### config.mk
export PLATFORM = sky130hd
export DESIGN_NAME = lvirs_top
export DESIGN_NICKNAME = d
export VERILOG_FILES = /design/src/lvirs_sync.v /design/src/lvirs_sticky.v /design/src/lvirs_top.v
export VERILOG_INCLUDE_DIRS = /design/src
export SDC_FILE = /design/constraint.sdc
export NUM_CORES = 1
export LEC_CHECK = 0
export ABC_AREA = 1
export BUFFER_PORTS_ARGS = -buffer_cell sky130_fd_sc_hd__buf_4
export CORE_MARGIN = 5
export CORE_UTILIZATION = 40
export CTS_CLUSTER_DIAMETER = 120
export CTS_CLUSTER_SIZE = 14
export DETAILED_ROUTE_END_ITERATION = 6
export GPL_TIMING_DRIVEN = 0
export REMOVE_ABC_BUFFERS = 1
export SLEW_MARGIN = 5
export SYNTH_ARGS = -nofsm -noshare
export SYNTH_HDL_FRONTEND = slang
export SYNTH_SLANG_ARGS = --single-unit
### constraint.sdc
create_clock -name mclk -period 1.7 [get_ports mclk]
set_input_delay 0.51 -clock mclk [delete_from_list [all_inputs] [get_ports mclk]]
set_output_delay 0.51 -clock mclk [all_outputs]
set_load 0.02 [all_outputs]
### src/lvirs_regs.vh
// Notes on behaviour
// - level select writes ignored once armed in reset mode
// - control register locked while reset mode set
// - ram flag set on low voltage or instruction
// - ram flag set on watchdog, clock monitor, ram-access reset
// - ram flag cleared only by protected zero write
// - ram invalid flag never cleared by hardware
// - reset flags clear on zero, one keeps
// - reset setting beats simultaneous zero write
// - below-level flag drives voltage interrupt in interrupt mode
`ifndef LVIRS_REGS_VH
`define LVIRS_REGS_VH
// ----------------------------------------
// register offsets (8-bit address)
// ----------------------------------------
`define LVIRS_ADDR_W 8
`define LVIRS_OFF_MONCTL 8'h00
`define LVIRS_OFF_LVLSEL 8'h01
`define LVIRS_OFF_RAMSTAT 8'h02
`define LVIRS_OFF_RSTFLAG 8'h03
`define LVIRS_OFF_PROTECT 8'h04
`define LVIRS_OFF_IRQSTAT 8'h05
`define LVIRS_OFF_IRQMASK 8'h06
// ----------------------------------------
// monitor control fields
// ----------------------------------------
`define LVIRS_MON_ON_BIT 7
`define LVIRS_MON_MODE_BIT 1
`define LVIRS_MON_FLAG_BIT 0
`define LVIRS_MON_MASK 8'h82
// ----------------------------------------
// reset flag fields
// ----------------------------------------
`define LVIRS_RF_WDT_BIT 0
`define LVIRS_RF_CLM_BIT 1
`define LVIRS_RF_LVI_BIT 2
`define LVIRS_RF_RAM_BIT 3
`define LVIRS_PROTECT_KEY 8'ha5
// ----------------------------------------
// interrupt status fields
// ----------------------------------------
`define LVIRS_IRQ_LOWV_BIT 0
`define LVIRS_IRQ_RAMINV_BIT 1
`define LVIRS_IRQ_RESET_BIT 2
`define LVIRS_RST_MONCTL 8'h00
`define LVIRS_RST_LVLSEL 8'h00
`endif

### src/lvirs_sync.v
`timescale 1ns/1ps
`default_nettype none
module lvirs_sync
(
    // clock
    input wire mclk,
    input wire reset,
    input wire clkEn,
    // data
    input wire asyncIn,
    output reg syncOut
);
reg stage1_r;
always @(posedge mclk)
begin
    if (reset)
    begin
        stage1_r <= 1'b0;
        syncOut <= 1'b0;
    end
    else if (clkEn)
    begin
        stage1_r <= asyncIn;
        syncOut <= stage1_r;
    end
end
endmodule // lvirs_sync
`default_nettype wire

### src/lvirs_sticky.v
`timescale 1ns/1ps
`default_nettype none
module lvirs_sticky
(
    // clock
    input wire mclk,
    input wire reset,
    input wire clkEn,
    // control
    input wire setEvt,
    input wire clrReq,
    output reg flag_r
);
always @(posedge mclk)
begin
    if (reset)
        flag_r <= 1'b0;
    else if (clkEn)
    begin
        if (setEvt)
            flag_r <= 1'b1;
        else if (clrReq)
            flag_r <= 1'b0;
    end
end
endmodule // lvirs_sticky
`default_nettype wire

### src/lvirs_top.v
`timescale 1ns/1ps
`default_nettype none
`include "lvirs_regs.vh"
module lvirs_top
(
    // clock and reset
    input wire mclk,
    input wire reset,
    input wire clkEn,
    // register port
    input wire [7:0] regAddr,
    input wire [7:0] regWdata,
    input wire regWr,
    input wire regRd,
    output reg [7:0] regRdata,
    // reset sources (pins / analog)
    input wire belowLevelIn,
    input wire wdtResetIn,
    input wire clkMonResetIn,
    input wire ramAccessResetIn,
    input wire lowVoltResetIn,
    // outputs
    output reg voltageInterrupt,
    output reg ramInvalidFlag,
    output reg detectorOn,
    output reg voltageLevelSel,
    output reg irq
);
// ----------------------------------------
// input synchronisers
// ----------------------------------------
wire belowSync;
wire wdtSync;
wire clmSync;
wire ramSync;
wire lviSync;
lvirs_sync uSyncBelow (.mclk(mclk), .reset(reset), .clkEn(clkEn), .asyncIn(belowLevelIn), .syncOut(belowSync));
lvirs_sync uSyncWdt (.mclk(mclk), .reset(reset), .clkEn(clkEn), .asyncIn(wdtResetIn), .syncOut(wdtSync));
lvirs_sync uSyncClm (.mclk(mclk), .reset(reset), .clkEn(clkEn), .asyncIn(clkMonResetIn), .syncOut(clmSync));
lvirs_sync uSyncRam (.mclk(mclk), .reset(reset), .clkEn(clkEn), .asyncIn(ramAccessResetIn), .syncOut(ramSync));
lvirs_sync uSyncLvi (.mclk(mclk), .reset(reset), .clkEn(clkEn), .asyncIn(lowVoltResetIn), .syncOut(lviSync));

// ----------------------------------------
// decode
// ----------------------------------------
function hit;
    input [7:0] addr;
    input [7:0] off;
    begin
        hit = (addr == off);
    end
endfunction

wire wrMon = regWr && hit(regAddr, `LVIRS_OFF_MONCTL);
wire wrLvl = regWr && hit(regAddr, `LVIRS_OFF_LVLSEL);
wire wrRam = regWr && hit(regAddr, `LVIRS_OFF_RAMSTAT);
wire wrRf = regWr && hit(regAddr, `LVIRS_OFF_RSTFLAG);
wire wrKey = regWr && hit(regAddr, `LVIRS_OFF_PROTECT);
wire wrIst = regWr && hit(regAddr, `LVIRS_OFF_IRQSTAT);
wire wrMsk = regWr && hit(regAddr, `LVIRS_OFF_IRQMASK);

// ----------------------------------------
// register lock
// ----------------------------------------
reg [7:0] monCtl_r;
reg lvlSel_r;
reg lock_r;
reg unlockKey_r;
reg [7:0] irqMask_r;
wire modeSet = monCtl_r[`LVIRS_MON_MODE_BIT];
wire otherReset = wdtSync | clmSync | ramSync;
wire armed = monCtl_r[`LVIRS_MON_ON_BIT] & modeSet;
wire lock_nxt = otherReset ? 1'b0 : (lock_r | armed);

always @(posedge mclk)
begin
    if (reset)
    begin
        lock_r <= 1'b0;
        monCtl_r <= `LVIRS_RST_MONCTL;
        lvlSel_r <= 1'b0;
    end
    else if (clkEn)
    begin
        lock_r <= lock_nxt;
        // another reset source restores the monitor registers
        if (otherReset)
        begin
            monCtl_r <= `LVIRS_RST_MONCTL;
            lvlSel_r <= 1'b0;
        end
        else
        begin
            if (wrMon && !lock_r && !modeSet)
                monCtl_r <= regWdata & `LVIRS_MON_MASK;
            if (wrLvl && !lock_r && !armed)
                lvlSel_r <= regWdata[0];
        end
    end
end

// ----------------------------------------
// protected write sequence
// ----------------------------------------
always @(posedge mclk)
begin
    if (reset)
        unlockKey_r <= 1'b0;
    else if (clkEn && regWr)
        unlockKey_r <= wrKey && (regWdata == `LVIRS_PROTECT_KEY);
end

// ----------------------------------------
// ram data status flag
// ----------------------------------------
wire ramSet = (belowSync & monCtl_r[`LVIRS_MON_ON_BIT])
    | (wrRam & regWdata[0])
    | wdtSync | clmSync | ramSync;
wire ramClr = wrRam & unlockKey_r & ~regWdata[0];
wire ramFlag;
lvirs_sticky uRamFlag
(
    .mclk(mclk),
    .reset(reset),
    .clkEn(clkEn),
    .setEvt(ramSet),
    .clrReq(ramClr),
    .flag_r(ramFlag)
);

// ----------------------------------------
// reset flags: zero clears, one keeps
// ----------------------------------------
reg [3:0] rstFlag_r;
wire [3:0] rfSet = {ramSync, lviSync, clmSync, wdtSync};
wire [3:0] rfClr = wrRf ? ~regWdata[3:0] : 4'h0;
always @(posedge mclk)
begin
    if (reset)
        rstFlag_r <= 4'h0;
    else if (clkEn)
        rstFlag_r <= rfSet | (rstFlag_r & ~rfClr);
end

// ----------------------------------------
// interrupt status and mask
// ----------------------------------------
reg [2:0] irqStat_r;
reg belowPrev_r;
wire lowvInt = monCtl_r[`LVIRS_MON_ON_BIT] & ~modeSet & belowSync;
wire [2:0] irqEvt = {(|rfSet), ramSet & ~ramFlag, lowvInt & ~belowPrev_r};
wire [2:0] irqClr = wrIst ? regWdata[2:0] : 3'h0;
always @(posedge mclk)
begin
    if (reset)
    begin
        irqStat_r <= 3'h0;
        irqMask_r <= 8'h00;
        belowPrev_r <= 1'b0;
    end
    else if (clkEn)
    begin
        belowPrev_r <= lowvInt;
        irqStat_r <= irqEvt | (irqStat_r & ~irqClr);
        if (wrMsk)
            irqMask_r <= {5'h00, regWdata[2:0]};
    end
end

// ----------------------------------------
// outputs and read data
// ----------------------------------------
always @(posedge mclk)
begin
    if (reset)
    begin
        regRdata <= 8'h00;
        voltageInterrupt <= 1'b0;
        ramInvalidFlag <= 1'b0;
        detectorOn <= 1'b0;
        voltageLevelSel <= 1'b0;
        irq <= 1'b0;
    end
    else if (clkEn)
    begin
        voltageInterrupt <= lowvInt;
        ramInvalidFlag <= ramFlag;
        detectorOn <= monCtl_r[`LVIRS_MON_ON_BIT];
        voltageLevelSel <= lvlSel_r;
        irq <= |(irqStat_r & irqMask_r[2:0]);
        regRdata <= 8'h00;
        if (regRd)
        begin
            case (regAddr)
                `LVIRS_OFF_MONCTL: regRdata <= monCtl_r | {7'h00, belowSync};
                `LVIRS_OFF_LVLSEL: regRdata <= {7'h00, lvlSel_r};
                `LVIRS_OFF_RAMSTAT: regRdata <= {7'h00, ramFlag};
                `LVIRS_OFF_RSTFLAG: regRdata <= {4'h0, rstFlag_r};
                `LVIRS_OFF_PROTECT: regRdata <= {lock_r, 6'h00, unlockKey_r};
                `LVIRS_OFF_IRQSTAT: regRdata <= {5'h00, irqStat_r};
                `LVIRS_OFF_IRQMASK: regRdata <= irqMask_r;
                default: regRdata <= 8'h00;
            endcase
        end
    end
end
endmodule // lvirs_top
`default_nettype wire

-- After elaboration in Yosys (flattened, before gate mapping)
Cells that the tools add are included.
- reductions and logical operators: 26
- mux-type cells: 11
- eq/ne operators: 7
- bitwise gates (word level): 29
- operator list (kind ; number):
    $pmux W8 S7 ; 1
    $eq A8 B3 Y1 const B ; 3
    $mux W8 ; 3
    $eq A8 B2 Y1 const B ; 2
    $logic_and A1 B1 Y1 ; 13
    $and A1 B1 Y1 ; 9
    $eq A8 B1 Y1 const B ; 1
    $eq A8 B8 Y1 const B ; 1
    $logic_not A8 Y1 ; 1
    $not A4 Y4 ; 2
    $or A8 B1 Y8 ; 1
    $reduce_and A2 Y1 ; 4
    $or A1 B1 Y1 ; 7
    $and A3 B3 Y3 ; 2
    $reduce_bool A2 Y1 ; 3
    $mux W1 ; 5
    $and A4 B4 Y4 ; 1
    $mux W4 ; 1
    $not A1 Y1 ; 4
    $or A4 B4 Y4 ; 1
    $reduce_or A4 Y1 ; 1
    $logic_not A1 Y1 ; 3
    $mux W3 ; 1
    $not A3 Y3 ; 1
    other kinds (2) ; 2
- output and inout port bits: 13
- input bits: 26
- word-level logic and storage cells: 97
- bits in registers: 45

-- Depth between registers and ports, before layout
Gate-level depths: netlist of run 1.
- depth in word-level cells: 9
- mapped depth: 9
- gate-level depth less buffers: 9

-- Cells and area by module
A second synthesis of run 1 with hierarchy kept.
- cell total of the unflattened synthesis: 266
- area, all modules: 1755.4 sq um
- modules (own cells, without submodules) (module ; cells each ; times used ; area each (sq um) ; sequential area each (sq um)):
    lvirs_top ; 196 ; 1 ; 1308.8 ; 500.5
    lvirs_sync ; 13 ; 5 ; 81.3 ; 40.0
    lvirs_sticky ; 5 ; 1 ; 40.0 ; 20.0

-- Worst setup path before layout of run 1
Ideal clock, no wire load.
- kind: in2reg
- start: in regAddr[7]
- end: reg lvlSel_r
- data arrival time: 1.229 ns
- setup time: 0.122 ns
- path slack: 0.349 ns
- required time: 1.578 ns
- stages on the path: 7
- buffers on the path: 1
- path through: nor2_2 > nand2_2 > inv_4 > buf_6 > nand4_1 > a21oi_1 > a211oi_2
- longest elaborated chain between the ends: 6
- ends and longest elaborated chain (what ; RTL line ; source):
    start, declared ; lvirs_top.v:11 ; input wire [7:0] regAddr,
    $eq A8 B1 Y1 ; lvirs_top.v:50 ; hit = (addr == off);
    $logic_and A1 B1 Y1 ; lvirs_top.v:55 ; wire wrLvl = regWr && hit(regAddr, `LVIRS_OFF_LVLSEL);
    $logic_and A1 B1 Y1 (2 in series) ; lvirs_top.v:96 ; if (wrLvl && !lock_r && !armed)
    $reduce_bool A2 Y1 (no source line) ; n/a ;
    $reduce_and A2 Y1 (no source line) ; n/a ;
    end signal, assigned ; lvirs_top.v:97 ; lvlSel_r <= regWdata[0];
    end, declared ; lvirs_top.v:66 ; reg lvlSel_r;
Every way passes these cells.
A chain may end at the register's enable or synchronous reset.

-- Worst setup path after layout of run 1
- start: in clkEn
- end: reg monCtl_r[7]
- longest elaborated chain between the ends: 1
- ends and longest elaborated chain (what ; RTL line ; source):
    start, declared ; lvirs_top.v:9 ; input wire clkEn,
    $reduce_and A2 Y1 (no source line) ; n/a ;
    end signal, assigned ; lvirs_top.v:80 ; monCtl_r <= `LVIRS_RST_MONCTL;
    end signal, assigned ; lvirs_top.v:89 ; monCtl_r <= `LVIRS_RST_MONCTL;
    end signal, assigned ; lvirs_top.v:95 ; monCtl_r <= regWdata & `LVIRS_MON_MASK;
    end, declared ; lvirs_top.v:65 ; reg [7:0] monCtl_r;
Every way passes these cells.

==> flow_summary.ini, run 1 <==
[critical_path]
path_class = in -> reg
arrival_ns = 1.65
start_kind = input port
required_ns = 1.87
cp-end-kind = flop
cp_max_fo = 28

[die]
ios = 39
coreArea_sq_um = 4060
dieWidth_um = 74.9
fp-row-count = 23
die_h_um = 74.9
dieArea_sq_um = 5620
start_util = 0.416

[sta]
hold_viol = 0
timing.final.crit_share = 0.873
min_period_ns = 1.48
layout_setup_ws_ns = 0.216
setup_viol = 0
rsz0062_at_grt = no
finalClockSkew_ns = 0.00362
fin_hold_ws_ns = 0.444
drv_slew = 0
max_freq_mhz = 674

[logic_synthesis]
ys_types = 30
ys_ff_latch = 36
yosys_warnings = 0
syn_area_sq_um = 1690
ys_seq_area_frac = 0.427
syn_avg_cell_area_sq_um = 7.06
synthCells = 239

[final_layout]
final_nets = 298
design_area_sq_um = 2050
final_common_cell = nand2_1
regArea_sq_um = 721
fillers = 444
synthToLayoutAreaGrowth_pct = 21.5
final_cell_mix = nand2_1, dfxtp_1, buf_4
finalCoreUtilization = 0.505
antenna_cells = 0
drive_gt1_frac = 0.234
stdcell_count = 323
multi_input_area_sq_um = 827

[global_route]
grt_pass1_wl_um = 6840
grt_pass1_vias = 1468
busiest_layer = met2
global_route.usage.met1 = 0.221
overflow = 0
antenna_found_initial = 0
met3_usage = 0.0387
grt_usage = 0.160
grt_max_degree = 28
grt.met2_usage = 0.249

[place]
place_area_sq_um = 1950
routabilityCongestion = 0.896
dp_worst_setup_slack_ns = -0.235
place_hpwl_um = 2950
dpl.cell_count = 314
portBuffers = 35

[clock_tree]
htreeDepth = 2
hold_buffers = 0
path_clk_slew_ns = 0.07
cts_sinks = 36
cts_tree = built
root_buffer = clkbuf_8
cts_buffers = 5
worstSkewPairLatency_ns = 0.28
clk_path_buf_depth = 2

[route]
dr.pass1.iters = 4
vias = 1592
drtIter0Drc = 91
wl_per_cell_um = 12.8
detail_route.vias_per_cell = 4.93
drc_errors = 0
ant_nets = 0
routed_wl_um = 4150

[power]
p_leak_nw = 0.841
irDropWorstVdd_uv = 603
powerDensity_nw_per_um2 = 851

[hold_path]
hold_path.class = in -> reg

[flow_run]
max_cap_viol_count = 0

[status]
outcome = completed
-- flip-flops by register name (all words and copies together) (netlist names), 2 cells and up --
register   cells
regRdata       5
rstFlag_r      4
irqMask_r      3
irqStat_r      3
monCtl_r       2
-- metrics by stage --
stage,TNS [ns],power [mW]
CTS,0,1.77
finish,0,1.74
global placement,-0.807,1.12
floorplan,0,1.01
detailed placement,-0.878,1.12
global route,0,1.83
-- cell usage after synthesis, drive strengths merged --
| cell type | n | area (sq um) |
|---|---|---|
| and3 | 1 | 6.26 |
| a21oi | 21 | 109 |
| nand2 | 44 | 170 |
| nor3 | 6 | 40.0 |
| buf | 10 | 65.1 |
| nor2 | 40 | 170 |
| a211oi | 2 | 20.0 |
| nor3b | 1 | 7.51 |
| nand4 | 4 | 25.0 |
| conb | 1 | 3.75 |
| clkbuf | 2 | 7.51 |
| dfxtp | 36 | 721 |
| clkinv | 1 | 3.75 |
| nand3 | 26 | 135 |
| o21ai | 24 | 120 |
| a31oi | 2 | 12.5 |
| inv | 18 | 70.1 |
-- report_power, final --
| group | switching (mW) | internal, mW | total [mW] |
|---|---|---|---|
| combinational | 0.125 | 0.0810 | 0.206 |
| sequential | 0.0199 | 0.877 | 0.897 |
| clock | 0.311 | 0.330 | 0.641 |
-- critical path, cell delays in order --
cell and delay (ns):
buf_4 0.26, clkinvlp_4 0.32, nor2_1 0.22, clkinv_1 0.16, nand3_1 0.12, a21oi_1 0.07
-- layer usage --
metal  share of wire  wire [um]
met1            0.48       2000
met2            0.44       1830
met4           0.017         70
met5               0          0
met3           0.059        244
-- final cells by class --
cell class                 count  share of cell area
inverter                      19              0.0379
clock inverter                 1             0.00366
timing repair inverter         1             0.00244
multi-input combinational    174               0.404
sequential                    36               0.352
tap                           50              0.0305
timing repair buffer          35               0.128
clock buffer                   7              0.0421
-- kinds of logic after synthesis --
kind of cell,count (synthesis),share of synthesized area
other cells,1,0.00222
compound gates,49,0.155
buf+inv,31,0.0868
flops,36,0.427
simple gates,122,0.329
-- path summary, 6_finish.rpt --
kind | cells past startpoint | slack, ns | start | to
max | 6 | 0.22 | clkEn | monCtl_r[7]
min | 3 | 0.44 | clkMonResetIn | uSyncClm.stage1_r
max reg2reg | 5 | 0.53 | uSyncRam.syncOut | lvlSel_r
min reg2reg | 2 | 0.47 | regRdata[3] | regRdata[3]
-- timing repair --
item / CTS / global route
setup buffers: 0 / 0
resized for setup: 0 / 1
endpoints found under the hold margin: 0 / 0
setup endpoints to repair: 0 / 4
Power figures use the tool's default switching activity.
==> run 2, diff against run 1 <==
CORE_UTILIZATION = 53   (was 40)
PLACE_DENSITY = 0.79   (was default)
REMOVE_ABC_BUFFERS = default   (was 1)
==> run 2 against run 1 <==
Hold slack got worse by 0.069 ns. Critical path type is now reg -> out. Sequential power is essentially flat. Register-to-register slack lost 0.06 ns. Combinational power increased by 6%. Clock power shrank 28%. Non-clock buffer count up 11. Clock skew rose by 0.0021 ns. Flip-flop and latch count unchanged. Critical path depth shrank 5. Cell count up 1.2%. Highest routed layer unchanged.
==> flow_summary.ini, run 2 (synthesis results as in run 1) <==
[critical_path]
slowest_stage = dfxtp_1
crit_family = flip-flops
path_buf_inv = 1
required_ns = 1.19
arrival_ns = 0.85
start_kind = flop
critical-path-max-stage-delay_ns = 0.36
path_class = reg -> out
crit_chain = buf_4
cp-end-kind = output pin
cp_max_fo = 2

[global_route]
antenna_found_initial = 0
grt_pass1_vias = 1543
grt_usage = 0.208
grt_pass1_wl_um = 6950
grt_max_degree = 13
overflow = 0

[clock_tree]
hold_buffers = 0
path_clk_slew_ns = 0.11
htreeDepth = 2
clk_path_buf_depth = 2
cts_sinks = 36
root_buffer = clkbuf_4
cts_buffers = 5
cts_resized = 0
worstSkewPairLatency_ns = 0.35
cts_tree = built
post_cts_buffers = 0

[route]
detail_route.vias_per_cell = 5.12
wl_per_cell_um = 12.4
drtIter0Drc = 173
ant_nets = 0
dr.pass1.iters = 4
vias = 1675
drc_errors = 0
routed_wl_um = 4040

[flow_run]
max_cap_viol_count = 0

[sta]
min_period_ns = 1.36
finalClockSkew_ns = 0.00574
drv_slew = 0
setup_viol = 0
timing.final.crit_share = 0.798
max_freq_mhz = 737
rsz0062_at_grt = no
hold_viol = 0

[power]
p_leak_nw = 0.878
irDropWorstVdd_uv = 603
powerDensity_nw_per_um2 = 764

[final_layout]
stdcell_count = 327
final_common_cell = nand2_1
synthToLayoutAreaGrowth_pct = 22.2
final_cell_mix = nand2_1, buf_4, dfxtp_1
drive_gt1_frac = 0.251
largest_register_ffs = 5
design_area_sq_um = 2060
reg_top3 = regRdata (5), rstFlag_r (4)
antenna_cells = 0
final_nets = 308
top_register = regRdata

[die]
fp-row-count = 20
dieWidth_um = 66.4
ios = 39
dieArea_sq_um = 4410
die_h_um = 66.4
start_util = 0.552
coreArea_sq_um = 3050

[place]
routabilityCongestion = 0.918
place_area_sq_um = 2000
portBuffers = 34
place_hpwl_um = 3070
dpl.cell_count = 319

[hold_path]
hold_path.class = in -> reg

[status]
outcome = completed
[run 2: changes by cell type in the layout (fill, tap and decap cells not counted), sizes merged]
cell,change
clkinvlp,-3
buf,+9
clkinv,+3
inv,+1
[run 2: area by class of cell]
| class | count | area, sq um |
|---|---|---|
| clock buffer | 5 | 37.5 |
| clock inverter | 3 | 18.8 |
| timing repair buffer | 34 | 255 |
| sequential | 36 | 721 |
| inverter | 19 | 73.8 |
| fill | 313 | 992 |
| multi-input combinational | 174 | 827 |
| buffer | 12 | 72.6 |
| tap | 44 | 55.1 |
[run 2: metrics by stage]
stage	setup slack [ns]	hold slack [ns]	power, mW	setup TNS [ns]	util
global placement	0.0455	0.453	1.13	0	0.657
CTS	0.333	0.366	1.58	0	0.675
detailed placement	-0.00141	0.459	1.13	-0.00141	0.657
finish	0.344	0.375	1.57	0	0.675
floorplan	0.349	0.437	1.04	0	-
global route	0.275	0.356	1.67	0	0.675
[run 2: routing by layer]
layer	up-vias	wire, um	global-route usage
li1	870	-	-
met1	745	1810	0.271
met2	52	1870	0.316
met3	8	292	0.0697
met4	0	63	0.0736
met5	-	0	0
[run 2: worst reg2reg max path, cell delays in order, from the launching register on]
cell and delay [ns]:
dfxtp_1 0.35, nor3_2 0.32, nor2_1 0.10, clkinv_1 0.12, nand2_1 0.08, a211oi_2 0.20
[run 2: path summary, 6_finish.rpt]
path | start | end | depth (start not counted) | slack (ns)
hold reg to reg | regRdata[7] | regRdata[7] | 2 | 0.47
hold / removal | belowLevelIn | uSyncBelow.stage1_r | 3 | 0.38
setup / recovery | voltageInterrupt | voltageInterrupt | 1 | 0.34
setup reg to reg | uSyncRam.syncOut | lvlSel_r | 5 | 0.47
[run 2: report_power, final]
group | internal, mW | switching, mW | leakage, nW
sequential | 0.877 | 0.0196 | 0.294
combinational | 0.0907 | 0.127 | 0.549
clock | 0.159 | 0.300 | 0.0349
==> run 3, diff against run 2 <==
ABC_AREA = 0   (was 1)
clock period = 1.35 ns   (was 1.7 ns; I/O delays follow)
==> run 3 against run 2 <==
The flow now finishes with violations (setup timing). Combinational power increased by 26%. Hold slack got worse by 0.076 ns. Total power increased by 41%. Final area increased by 7.2%. Global-route usage increased by 1.7 points. Area after synthesis increased by 1.8%. Flip-flop and latch count unchanged. Clock power increased by 84%. Count of clock-buffer cells in the layout increased by 2. Critical endpoint is now monCtl_r[7]. Wire length increased by 15%. Largest cell class unchanged. Critical path type is now reg -> reg.
==> flow_summary.ini, run 3 <==
[final_layout]
largest_register_ffs = 5
final_common_cell = buf_4
reg_top3 = regRdata (5), rstFlag_r (4)
drive_gt1_frac = 0.276
synthToLayoutAreaGrowth_pct = 28.7
final_nets = 264
final_cell_mix = buf_4, dfxtp_1, nor2_1
stdcell_count = 283
antenna_cells = 0
top_register = regRdata

[power]
powerDensity_nw_per_um2 = 1010
p_leak_nw = 0.912
power.total_mw = 2.23
irDropWorstVdd_uv = 704

[route]
drtIter0Drc = 134
vias = 1642
wl_per_cell_um = 16.5
detail_route.vias_per_cell = 5.80
ant_nets = 0
dr.pass1.iters = 6
drc_errors = 0
routed_wl_um = 4670

[sta]
rsz0062_at_grt = yes
timing.final.crit_share = 1.10
max_freq_mhz = 674
min_period_ns = 1.48
finalClockSkew_ns = 0.00865
slew_headroom = 0.634
setup_viol = 11
worst_pin_slew_ns = 0.549
drv_slew = 0
hold_viol = 0
fin_hold_ws_ns = 0.299
layout_setup_ws_ns = -0.133

[logic_synthesis]
synth.most_common_cell = dfxtp_1
yosysTopAreaCell = dfxtp_1
netlist_top_cells_area = dfxtp_1, mux2i_1, nor2_1
synth_edf_count = 0
ys_types = 45
synthTopCellsByCount = dfxtp_1, nor2_1, mux2i_1
yosysTopAreaCellShare = 0.420
syn_avg_cell_area_sq_um = 8.99
synthArstFlopShare = 0
ys_seq_area_frac = 0.420
yosys_warnings = 0
ys_ff_latch = 36
synthFlopType = dfxtp_1
syn_area_sq_um = 1720
synthCells = 191

[critical_path]
path_class = reg -> reg
r2r-start = monCtl_r[1]
start_kind = flop
rrSetupSlack_ns = -0.13
cp-end-kind = flop
arrival_ns = 1.68
r2r_cells = 4
required_ns = 1.55
cp_max_fo = 6
r2r-end = monCtl_r[7]

[die]
start_util = 0.558
die_h_um = 66.9
fp-row-count = 20
ios = 39
dieWidth_um = 66.9
dieArea_sq_um = 4480
coreArea_sq_um = 3080

[global_route]
grt_usage = 0.225
grt_max_degree = 12
grt_pass1_wl_um = 7600
grt_pass1_vias = 1652
overflow = 0
antenna_found_initial = 0

[clock_tree]
path_clk_slew_ns = 0.11
clk_path_buf_depth = 2
worstSkewPairLatency_ns = 0.33
cts_buffers = 5
htreeDepth = 2
cts_tree = built
cts_sinks = 36
root_buffer = clkbuf_4
hold_buffers = 0

[place]
place_hpwl_um = 3360
portBuffers = 35
dpl.cell_count = 272
dp_worst_setup_slack_ns = -0.523
routabilityCongestion = 0.918

[status]
outcome = finished with violations
violations = setup timing

[hold_path]
whs_endpoint = uSyncClm.stage1_r
worstHoldStart = clkMonResetIn
min_path_cells = 3
hold_path.class = in -> reg

[flow_run]
max_cap_viol_count = 0
[run 3: changes by cell type after synthesis, moves of 4 or more]
cell	before	now
a21oi_1	20	12
clkbuf_1	2	9
inv_1	11	1
inv_2	6	0
mux2i_1	0	22
nand2_1	42	11
nand3_1	25	6
nand3b_1	0	6
nor2_1	34	24
nor2_2	5	0
nor2b_1	0	4
o21ai_0	19	5
[run 3: cell type report]
class | instances | area (sq um)
multi-input combinational | 140 | 961
fill | 258 | 868
sequential | 36 | 721
timing repair buffer | 39 | 300
buffer | 15 | 73.8
clock buffer | 7 | 65.1
tap | 44 | 55.1
clock inverter | 1 | 30.0
inverter | 1 | 3.75
[run 3: how the worst max path moves through the flow]
stage                  endpoint  slack [ns]        start
finish              monCtl_r[7]       -0.13  monCtl_r[1]
global route        regRdata[0]       -0.21   regAddr[6]
CTS                 monCtl_r[7]       -0.11  monCtl_r[1]
detailed placement  regRdata[0]       -0.52   regAddr[3]
global placement    regRdata[0]       -0.52   regAddr[3]
floorplan           regRdata[1]       -0.30   regAddr[3]
[run 3: cell families (layout without fill, tap and decap cells)]
family,after synthesis,count (layout),share of synthesized area
AO/OA/AOI/OAI,37,37,0.142
buffers and inverters,17,63,0.0496
flip-flops,36,36,0.420
multiplexers,22,22,0.128
other,1,3,0.00218
AND/OR/NAND/NOR,78,78,0.258
[run 3: per-layer routing]
layer | global-route usage | vias up | share of wire
li1 | - | 785 | -
met1 | 0.261 | 739 | 0.40
met2 | 0.375 | 102 | 0.47
met3 | 0.0607 | 16 | 0.089
met4 | 0.114 | 0 | 0.034
met5 | 0 | - | 0
[run 3: per-stage QoR]
stage / utilization / cell area [sq um] / TNS [ns]
2_1_floorplan: - / 1740 / -2.91
3_3_place_gp: 0.669 / 2060 / -9.65
3_5_place_dp: 0.669 / 2060 / -10.45
4_1_cts: 0.705 / 2170 / -0.673
5_1_grt: 0.718 / 2210 / -1.63
6_report: 0.718 / 2210 / -0.969
[run 3: where the power goes]
group	internal, mW	leakage (nW)	switching [mW]
clock	0.492	0.0515	0.354
sequential	1.09	0.292	0.0189
combinational	0.128	0.569	0.145
total	1.71	0.912	0.518
[run 3: repair_timing]
| action | 4_1_cts | 5_1_grt |
|---|---|---|
| setup endpoints to repair | 12 | 16 |
| pin swaps | 4 | 3 |
| gates resized for setup | 3 | 6 |
| setup buffers | 2 | 2 |
[run 3: worst max-delay path, stage by stage, from the launching register on]
cell	delay, ns
dfxtp_1	0.38
or4_1	0.54
nor3_2	0.23
nand3b_1	0.15
a21oi_1	0.06
